### config.mk
export PLATFORM = sky130hd
export DESIGN_NAME = pdc_pll_divider_control
export DESIGN_NICKNAME = d
export VERILOG_FILES = /design/src/rtl/pdc_pkg.sv /design/src/rtl/pdc_pll_divider_control.sv /design/src/rtl/pdc_divider.sv
export SDC_FILE = /design/constraint.sdc
export NUM_CORES = 1
export LEC_CHECK = 0
export BUFFER_PORTS_ARGS = -buffer_cell sky130_fd_sc_hd__clkbuf_2
export CAP_MARGIN = 10
export CORE_AREA = 10 10 136 125
export DETAILED_ROUTE_END_ITERATION = 10
export DIE_AREA = 0 0 146 135
export HOLD_SLACK_MARGIN = 0.15
export PLACE_DENSITY = 0.79
export SETUP_SLACK_MARGIN = 0.15
export SLEW_MARGIN = 5
export SYNTH_ARGS = -nofsm -noshare
export SYNTH_HDL_FRONTEND = slang
export SYNTH_SLANG_ARGS = --single-unit
### constraint.sdc
create_clock -name core_clk -period 3.8 [get_ports core_clk]
set_clock_uncertainty 0.15 [all_clocks]
set_input_delay 0.38 -clock core_clk [delete_from_list [all_inputs] [get_ports core_clk]]
set_output_delay 0.38 -clock core_clk [all_outputs]
set_load 0.01 [all_outputs]
### src/rtl/pdc_pkg.sv
// Package: register map, field layout and carriers of the PLL divider control
`default_nettype none

package pdc_pkg;

  // ------------------------------------------------------------
  // Bus geometry
  // ------------------------------------------------------------
  localparam int ADDR_W = 9;
  localparam int DATA_W = 32;
  localparam int IDX_W = 7;
  localparam int REG_COUNT = 7;
  localparam logic [1:0] WORD_ALIGN = 2'h0;

  // ------------------------------------------------------------
  // Register indices, byte address is four times the index
  // ------------------------------------------------------------
  localparam logic [IDX_W-1:0] IDX_TIMING_SRC = 7'h53;
  localparam logic [IDX_W-1:0] IDX_REF_DIV_LOW = 7'h54;
  localparam logic [IDX_W-1:0] IDX_OUT_REF_DIV = 7'h55;
  localparam logic [IDX_W-1:0] IDX_FB_DIV_LOW = 7'h56;
  localparam logic [IDX_W-1:0] IDX_FB_DIV_HIGH = 7'h57;
  localparam logic [IDX_W-1:0] IDX_PUMP_CTRL = 7'h58;
  localparam logic [IDX_W-1:0] IDX_ENABLE_CTRL = 7'h59;
  localparam logic [IDX_W-1:0] IDX_FIRST = IDX_TIMING_SRC;
  localparam logic [IDX_W-1:0] IDX_LAST = IDX_ENABLE_CTRL;

  // ------------------------------------------------------------
  // Reset values, element n belongs to index IDX_FIRST + n
  // ------------------------------------------------------------
  localparam logic [REG_COUNT-1:0][7:0] REG_RESET = {
    8'h41, 8'h12, 8'h40, 8'h78, 8'h48, 8'h00, 8'h00
  };
  // Writable bits; the enable register top bit is not implemented
  localparam logic [REG_COUNT-1:0][7:0] REG_WMASK = {
    8'h7F, 8'hFF, 8'hFF, 8'hFF, 8'hFF, 8'hFF, 8'hFF
  };

  // ------------------------------------------------------------
  // Field positions
  // ------------------------------------------------------------
  localparam int TSRC_BIT = 4;
  localparam int REF_HIGH_MSB = 1;
  localparam int OUTDIV_LSB = 4;
  localparam int FB_HIGH_MSB = 3;
  localparam int PUMP_MSB = 3;
  localparam int BIAS_BIT = 4;
  localparam int EN_REFDIV_BIT = 4;
  localparam int EN_PLL_BIT = 1;
  localparam int EN_UNUSED_BIT = 7;

  // ------------------------------------------------------------
  // Divider widths and ratios
  // ------------------------------------------------------------
  localparam int REF_W = 10;
  localparam int FB_W = 12;
  localparam int OUT_W = 4;
  localparam logic [REF_W-1:0] REF_RESET_RATIO = 10'h001;
  localparam logic [FB_W-1:0] FB_RESET_RATIO = 12'h078;
  localparam logic [OUT_W-1:0] OUT_RESET_RATIO = 4'h4;
  localparam logic [REF_W-1:0] REF_BYPASS = 10'h000;

  // ------------------------------------------------------------
  // Bus handshake states
  // ------------------------------------------------------------
  typedef enum logic [1:0] {
    PDC_BUS_IDLE = 2'b01,
    PDC_BUS_ANSWER = 2'b10
  } pdc_bus_e;

  // ------------------------------------------------------------
  // Carriers
  // ------------------------------------------------------------
  typedef struct packed {
    logic pll_on;
    logic ref_divider_on;
    logic bias_self;
    logic timing_src_pll;
    logic [3:0] pump_current_code;
    logic [REF_W-1:0] ref_divider_ratio;
    logic [FB_W-1:0] feedback_ratio;
    logic [OUT_W-1:0] output_divider_ratio;
  } pdc_cfg_s;

  typedef struct packed {
    logic ref_div_pulse;
    logic feedback_pulse;
    logic output_pulse;
    logic conv_pulse;
  } pdc_clk_s;

endpackage : pdc_pkg

`default_nettype wire

### src/rtl/pdc_pll_divider_control.sv
// Register file and divider control for the sampling-clock PLL
`default_nettype none

// Summary of operation
// - Reference divides by code, 3 to 1023
// - Reference divider bypassed unless enable bit set
// - Feedback ratio: low byte plus next nibble
// - Feedback divides oscillator by code, max 4095
// - Codes zero and one pass undivided
// - Feedback ratio resets to 120
// - Feedback pulse goes to phase detector
// - Pump current code drives charge pump
// - PLL enable bit, reset zero
// - Enable register top bit reads zero
// - All ones feedback gives 4095
// - Reference code: low byte plus two bits
// - Timing source select, PLL or external
// - Output divider by code, reset four
module pdc_pll_divider_control (
  // Clock and reset
  input wire logic core_clk,
  input wire logic rst,
  // Avalon-MM slave
  input wire logic [pdc_pkg::ADDR_W-1:0] avs_address,
  input wire logic avs_read,
  input wire logic avs_write,
  input wire logic [pdc_pkg::DATA_W-1:0] avs_writedata,
  input wire logic [3:0] avs_byteenable,
  output logic [pdc_pkg::DATA_W-1:0] avs_readdata,
  output logic avs_waitrequest,
  // Clock pins
  input wire logic ref_clk_pin,
  input wire logic vco_clk_pin,
  // Analog configuration and divided ticks
  output pdc_pkg::pdc_cfg_s cfg_out,
  output pdc_pkg::pdc_clk_s clk_out
);

  // ------------------------------------------------------------
  // Declarations
  // ------------------------------------------------------------
  logic [pdc_pkg::REG_COUNT-1:0][7:0] regs_reg;
  pdc_pkg::pdc_bus_e bus_state_reg;
  pdc_pkg::pdc_bus_e bus_state_next;
  logic waitrequest_reg;
  logic [pdc_pkg::DATA_W-1:0] readdata_reg;
  logic [pdc_pkg::DATA_W-1:0] readdata_next;
  logic [pdc_pkg::IDX_W-1:0] word_idx;
  logic [pdc_pkg::IDX_W-1:0] reg_sel;
  logic addr_hit;
  logic req_new;
  logic wr_fire;
  logic [7:0] rd_byte;
  logic ref_meta_reg;
  logic ref_sync_reg;
  logic ref_last_reg;
  logic vco_meta_reg;
  logic vco_sync_reg;
  logic vco_last_reg;
  logic ref_edge;
  logic vco_edge;
  logic vco_tick;
  logic conv_pulse_reg;
  logic ref_div_pulse;
  logic fb_pulse;
  logic out_pulse;
  logic [pdc_pkg::REF_W-1:0] ref_code;
  logic [pdc_pkg::REF_W-1:0] ref_ratio_eff;
  logic [pdc_pkg::FB_W-1:0] fb_code;
  logic [pdc_pkg::OUT_W-1:0] out_code;
  logic [7:0] timing_byte;
  logic [7:0] ref_low_byte;
  logic [7:0] out_ref_byte;
  logic [7:0] fb_low_byte;
  logic [7:0] fb_high_byte;
  logic [7:0] pump_byte;
  logic [7:0] enable_byte;

  // ------------------------------------------------------------
  // Address decode
  // ------------------------------------------------------------
  assign word_idx = avs_address[pdc_pkg::ADDR_W-1:2];
  assign reg_sel = word_idx - pdc_pkg::IDX_FIRST;
  assign addr_hit = (avs_address[1:0] == pdc_pkg::WORD_ALIGN)
                    && (word_idx >= pdc_pkg::IDX_FIRST)
                    && (word_idx <= pdc_pkg::IDX_LAST);
  assign req_new = (avs_read | avs_write) && (bus_state_reg == pdc_pkg::PDC_BUS_IDLE);
  assign wr_fire = avs_write && (bus_state_reg == pdc_pkg::PDC_BUS_ANSWER);
  assign rd_byte = addr_hit ? regs_reg[reg_sel[2:0]] : 8'h00;
  assign readdata_next = avs_read ? {24'h000000, rd_byte} : readdata_reg;

  // ------------------------------------------------------------
  // Handshake: one wait cycle, answer in the second
  // ------------------------------------------------------------
  always_comb begin
    case (bus_state_reg)
      pdc_pkg::PDC_BUS_IDLE: begin
        bus_state_next = req_new ? pdc_pkg::PDC_BUS_ANSWER : pdc_pkg::PDC_BUS_IDLE;
      end
      pdc_pkg::PDC_BUS_ANSWER: begin
        bus_state_next = pdc_pkg::PDC_BUS_IDLE;
      end
      default: begin
        bus_state_next = pdc_pkg::PDC_BUS_IDLE;
      end
    endcase
  end

  always_ff @(posedge core_clk or posedge rst) begin
    if (rst) begin
      bus_state_reg <= pdc_pkg::PDC_BUS_IDLE;
      waitrequest_reg <= 1'b1;
      readdata_reg <= 32'h00000000;
    end else begin
      bus_state_reg <= bus_state_next;
      waitrequest_reg <= ~req_new;
      if (req_new) begin
        readdata_reg <= readdata_next;
      end
    end
  end

  assign avs_readdata = readdata_reg;
  assign avs_waitrequest = waitrequest_reg;

  // ------------------------------------------------------------
  // Register file; factory bits stored, software keeps them
  // ------------------------------------------------------------
  // Writes land on the edge that ends the answer cycle
  always_ff @(posedge core_clk or posedge rst) begin
    if (rst) begin
      regs_reg <= pdc_pkg::REG_RESET;
    end else begin
      for (int i = 0; i < pdc_pkg::REG_COUNT; i++) begin
        if (wr_fire && addr_hit && avs_byteenable[0] && (reg_sel == i[6:0])) begin
          regs_reg[i] <= avs_writedata[7:0] & pdc_pkg::REG_WMASK[i];
        end
      end
    end
  end

  assign timing_byte = regs_reg[pdc_pkg::IDX_TIMING_SRC - pdc_pkg::IDX_FIRST];
  assign ref_low_byte = regs_reg[pdc_pkg::IDX_REF_DIV_LOW - pdc_pkg::IDX_FIRST];
  assign out_ref_byte = regs_reg[pdc_pkg::IDX_OUT_REF_DIV - pdc_pkg::IDX_FIRST];
  assign fb_low_byte = regs_reg[pdc_pkg::IDX_FB_DIV_LOW - pdc_pkg::IDX_FIRST];
  assign fb_high_byte = regs_reg[pdc_pkg::IDX_FB_DIV_HIGH - pdc_pkg::IDX_FIRST];
  assign pump_byte = regs_reg[pdc_pkg::IDX_PUMP_CTRL - pdc_pkg::IDX_FIRST];
  assign enable_byte = regs_reg[pdc_pkg::IDX_ENABLE_CTRL - pdc_pkg::IDX_FIRST];

  // ------------------------------------------------------------
  // Field assembly
  // ------------------------------------------------------------
  assign ref_code = {out_ref_byte[pdc_pkg::REF_HIGH_MSB:0], ref_low_byte};
  assign fb_code = {fb_high_byte[pdc_pkg::FB_HIGH_MSB:0], fb_low_byte};
  assign out_code = out_ref_byte[pdc_pkg::OUTDIV_LSB +: pdc_pkg::OUT_W];
  // Bypass forces ratio one rather than gating the reference
  assign ref_ratio_eff = enable_byte[pdc_pkg::EN_REFDIV_BIT] ? ref_code
                         : pdc_pkg::REF_BYPASS;

  assign cfg_out.pll_on = enable_byte[pdc_pkg::EN_PLL_BIT];
  assign cfg_out.ref_divider_on = enable_byte[pdc_pkg::EN_REFDIV_BIT];
  assign cfg_out.bias_self = pump_byte[pdc_pkg::BIAS_BIT];
  assign cfg_out.timing_src_pll = timing_byte[pdc_pkg::TSRC_BIT];
  assign cfg_out.pump_current_code = pump_byte[pdc_pkg::PUMP_MSB:0];
  assign cfg_out.ref_divider_ratio = ref_code;
  assign cfg_out.feedback_ratio = fb_code;
  assign cfg_out.output_divider_ratio = out_code;

  // ------------------------------------------------------------
  // Clock pin synchronisers and edge detect
  // ------------------------------------------------------------
  // Pin clocks are far slower than core_clk in this model
  always_ff @(posedge core_clk or posedge rst) begin
    if (rst) begin
      ref_meta_reg <= 1'b0;
      ref_sync_reg <= 1'b0;
      ref_last_reg <= 1'b0;
      vco_meta_reg <= 1'b0;
      vco_sync_reg <= 1'b0;
      vco_last_reg <= 1'b0;
    end else begin
      ref_meta_reg <= ref_clk_pin;
      ref_sync_reg <= ref_meta_reg;
      ref_last_reg <= ref_sync_reg;
      vco_meta_reg <= vco_clk_pin;
      vco_sync_reg <= vco_meta_reg;
      vco_last_reg <= vco_sync_reg;
    end
  end

  assign ref_edge = ref_sync_reg & ~ref_last_reg;
  assign vco_edge = vco_sync_reg & ~vco_last_reg;
  // Oscillator side counts only while the PLL runs
  assign vco_tick = vco_edge & cfg_out.pll_on;

  // ------------------------------------------------------------
  // Dividers
  // ------------------------------------------------------------
  pdc_divider #(
    .W(pdc_pkg::REF_W),
    .RESET_RATIO(pdc_pkg::REF_RESET_RATIO)
  ) u_ref_div (
    .core_clk(core_clk),
    .rst(rst),
    .tick_in(ref_edge),
    .ratio(ref_ratio_eff),
    .pulse_out(ref_div_pulse)
  );

  pdc_divider #(
    .W(pdc_pkg::FB_W),
    .RESET_RATIO(pdc_pkg::FB_RESET_RATIO)
  ) u_fb_div (
    .core_clk(core_clk),
    .rst(rst),
    .tick_in(vco_tick),
    .ratio(fb_code),
    .pulse_out(fb_pulse)
  );

  pdc_divider #(
    .W(pdc_pkg::OUT_W),
    .RESET_RATIO(pdc_pkg::OUT_RESET_RATIO)
  ) u_out_div (
    .core_clk(core_clk),
    .rst(rst),
    .tick_in(vco_tick),
    .ratio(out_code),
    .pulse_out(out_pulse)
  );

  // ------------------------------------------------------------
  // Timing source select
  // ------------------------------------------------------------
  always_ff @(posedge core_clk or posedge rst) begin
    if (rst) begin
      conv_pulse_reg <= 1'b0;
    end else begin
      conv_pulse_reg <= cfg_out.timing_src_pll ? out_pulse : ref_edge;
    end
  end

  assign clk_out.ref_div_pulse = ref_div_pulse;
  assign clk_out.feedback_pulse = fb_pulse;
  assign clk_out.output_pulse = out_pulse;
  assign clk_out.conv_pulse = conv_pulse_reg;

  logic fb_touched_reg;
  always_ff @(posedge core_clk or posedge rst) begin
    if (rst) begin
      fb_touched_reg <= 1'b0;
    end else if (wr_fire && addr_hit && (word_idx == pdc_pkg::IDX_FB_DIV_LOW
                 || word_idx == pdc_pkg::IDX_FB_DIV_HIGH)) begin
      fb_touched_reg <= 1'b1;
    end
  end
endmodule : pdc_pll_divider_control

`default_nettype wire

### src/rtl/pdc_divider.sv
// Pulse divider with terminal-count ratio reload
`default_nettype none

module pdc_divider #(
  parameter int W = 12,
  parameter logic [W-1:0] RESET_RATIO = W'(1)
) (
  // Clock and reset
  input wire logic core_clk,
  input wire logic rst,
  // Input ticks and ratio code
  input wire logic tick_in,
  input wire logic [W-1:0] ratio,
  // Divided tick
  output logic pulse_out
);

  localparam logic [W-1:0] ONE = W'(1);

  logic [W-1:0] cnt_reg;
  logic [W-1:0] cnt_next;
  logic [W-1:0] active_reg;
  logic [W-1:0] ratio_eff;
  logic terminal;

  // ------------------------------------------------------------
  // Ratio decode, zero and one both pass undivided
  // ------------------------------------------------------------
  assign ratio_eff = (ratio == '0) ? ONE : ratio;
  assign terminal = (cnt_reg == active_reg - ONE);
  assign cnt_next = terminal ? '0 : cnt_reg + ONE;

  // ------------------------------------------------------------
  // Counter; new ratio only at terminal count, no runt pulse
  // ------------------------------------------------------------
  always_ff @(posedge core_clk or posedge rst) begin
    if (rst) begin
      cnt_reg <= '0;
      active_reg <= RESET_RATIO;
      pulse_out <= 1'b0;
    end else begin
      pulse_out <= tick_in & terminal;
      if (tick_in) begin
        cnt_reg <= cnt_next;
      end
      if (tick_in & terminal) begin
        active_reg <= ratio_eff;
      end
    end
  end
endmodule : pdc_divider

`default_nettype wire

==> impl_metrics.yaml <==
status:
  status: "finished, final reports clean"
floorplan:
  rows: 41
  coreArea_mm2: 0.0140
  ioPinCount: 122
  die-area_mm2: 0.0197
  die-width_um: 146
  die_y_um: 135
  start_util: 0.506
yosys:
  syn_inst: 646
  synthTopCellsByCount: "109 x dfrtp_1, 62 x mux2_2, 49 x buf_4"
  ys_warn_count: 0
  post-synth-top-area-cell: "dfrtp_1"
  syn-cell-area_mm2: 0.00709
  ys_types: 72
  yosysMostFrequentCell: "dfrtp_1"
  synth.top_cell.area_share: 0.385
  synth-main-ff-cell: "dfrtp_1"
  yosys-top-cells-area: "dfrtp_1 38%, mux2_2 9.9%, dfstp_2 6.7%"
  avgSynthCellArea_um2: 11.0
  async_flop_share: 1.00
  seq_area_frac_synth: 0.452
  synth_edf_count: 0
  ys_seq_elements: 127
cells_and_area:
  insertedDiodeCount: 0
  fillers: 1092
  multi_input_area_mm2: 0.00339
  finalNonFillerCells: 906
  layout-drive-gt1-share: 0.318
  seq_area_mm2: 0.00320
  syn_to_final_growth_pct: 13.3
  nets: 761
route:
  first_pass_iters: 5
  wirelength_um: 17200
  vias: 5198
  post_drt_wl_per_cell_um: 19.0
  dr.first_iter.drc_count: 447
  antenna_left: 0
  viasPerCell: 5.74
  drcViolationCount: 0
clocking:
  cts_buffers: 17
  postCtsSetupBuffers: 0
  path_clk_slew_ns: 0.06
  clock_latency_ns: 0.41
  cts_sinks: 127
  clockBufferDepth: 2
  cts_tree: "done"
  root_buffer: "clkbuf_16"
  htree_levels: 4
grt:
  grt_usage: 0.177
  gr-total-overflow: 0
  grt_first_pass_wirelength_um: 28300
  first_global_vias: 5370
  antenna_found_initial: 0
  grt_max_degree: 87
sta:
  fin_crit_ns: 3.11
  final_max_slew_viol_count: 0
  slew_headroom: 0.385
  fin_tns_setup_ns: 0
  setup_viol: 0
  grt_setup_unrepaired: "false"
  finalCritPeriodShare: 0.819
  tightestPinTransition_ns: 0.920
  final_hold_viol_count: 0
  clock.fmax_ghz: 0.321
worst_setup_path:
  cp_cell_sequence: "nor4_4 > a2111oi_0 > nor4_1 > a22oi_1 > nand4_2 > buf_4 > mux2_4"
  cpMaxStageDelayCell: "nor4_1"
  crit_required_ns: 3.95
  critPathMaxStageDelay_ns: 0.59
  critPathMaxFanout: 9
  cp.arrival_ns: 3.26
  critical_path_class: "reg -> reg"
  crit_path_start_kind: "register"
  worstSetupEndpointType: "register"
place:
  io_buffers: 70
  dp_cells: 869
  dp_hpwl_um: 12400
  finalWeightedCongestion: 0.879
flow_run:
  cap_violations: 0
worst_hold_path:
  holdCritPathClass: "in -> reg"
power_and_ir_drop:
  power_density_mw_per_mm2: 424
  leakage_nw: 3.73
  ir_drop_v: 0.000363
critical path, delay by kind of cell (launching register included):
family	cells	cell delay [ns]
and+or+nand+nor	3	1.38
DFF	1	0.50
AOI/OAI and AO/OA	2	0.39
muxes	1	0.31
buffers and inverters	1	0.25
timing repair:
item | in CTS | in global routing
hold buffers | 5 | 0
gates resized for setup | 0 | 0
hold endpoints to repair | 42 | 0
routing by layer:
layer  track usage  part of all wire  vias to the layer above  wire length (µm)
li1              -                 -                     2366                 -
met4        0.0617             0.014                        0               246
met1         0.225              0.44                     2607              7570
met3        0.0554             0.079                       25              1350
met5             0                 0                        -                 0
met2         0.279              0.47                      200              8050
power by group:
group	switching [mW]	total, mW	leakage, nW	internal (mW)
Clock	0.611	1.73	0.296	1.12
Sequential	0.0434	1.44	1.68	1.39
Combinational	0.145	0.237	1.75	0.0926
Total	0.799	3.40	3.73	2.60
cell type report:
cell class	instances	area share
clock buffers	19	0.0552
clock inverters	13	0.0232
inverters	23	0.0112
multi-input cells	448	0.423
flip-flops and latches	127	0.399
well taps	193	0.0301
repair buffers	83	0.0589
per-stage QoR:
| step | power [mW] | worst slack, ns | hold slack (ns) | area [µm²] | util |
|---|---|---|---|---|---|
| after global placement | 1.67 | 0.615 | 0.183 | 7350 | 0.525 |
| after detailed placement | 1.69 | 0.556 | 0.190 | 7350 | 0.525 |
| final | 3.40 | 0.687 | 0.168 | 8030 | 0.573 |
| after CTS | 3.41 | 0.737 | 0.159 | 8030 | 0.573 |
| after floorplan | 1.63 | 1.06 | 0.181 | 7180 | - |
| after global routing | 3.52 | 0.530 | 0.176 | 8030 | 0.573 |
placed cells by master (no fill, tap or decap), types with 6 or more instances in the layout:
cell type  netlist  layout
nor3_1          12      12
dfrtp_1        109     109
xor2_1          18      18
conb_1           1      24
buf_4           49       7
nand2_1         45      45
ha_1            10      10
mux2_2          62      62
nand3_1         10      10
o21ai_0         30      30
a22o_1           8       8
nor2b_1          6       6
nor4_1          10      10
a21oi_1         18      18
nor3b_1          6       6
nor2_1          34      34
xnor2_1         23      23
mux2_4           8       8
clkbuf_16        0      17
mux2i_1         12      12
nand3_2          6       6
o31ai_1          8       8
dfstp_2         18      18
inv_1           22      21
clkbuf_2         0      70
nand4_1         14      14
mux4_2           8       8
cells by family (layout without fill, tap and decap cells):
group,Yosys count,count (layout),synth area share
xor gates and xnor gates,41,41,0.0507
and+or+nand+nor,178,178,0.138
AOI/OAI and AO/OA,105,105,0.102
other,1,24,0.000529
buffers and inverters,94,138,0.0816
DFF,127,127,0.452
muxes,90,90,0.158
adders and majority gates,10,10,0.0177
path summary, 6_finish.rpt:
check | from | endpoint | slack (ns) | cells after the start
max in group asynchronous | rst | pump_byte[4] | 2.02 | 4
max reg2reg | u_fb_div.active_reg[2] | u_fb_div.active_reg[1] | 0.69 | 7
min reg2reg | vco_meta_reg | vco_sync_reg | 0.20 | 0
max | u_fb_div.active_reg[2] | u_fb_div.active_reg[1] | 0.69 | 7
min | avs_writedata[5] | enable_byte[5] | 0.17 | 2
min in group asynchronous | rst | fb_high_byte[4] | 0.54 | 3
No activity file was read; power rests on OpenSTA's default activity.
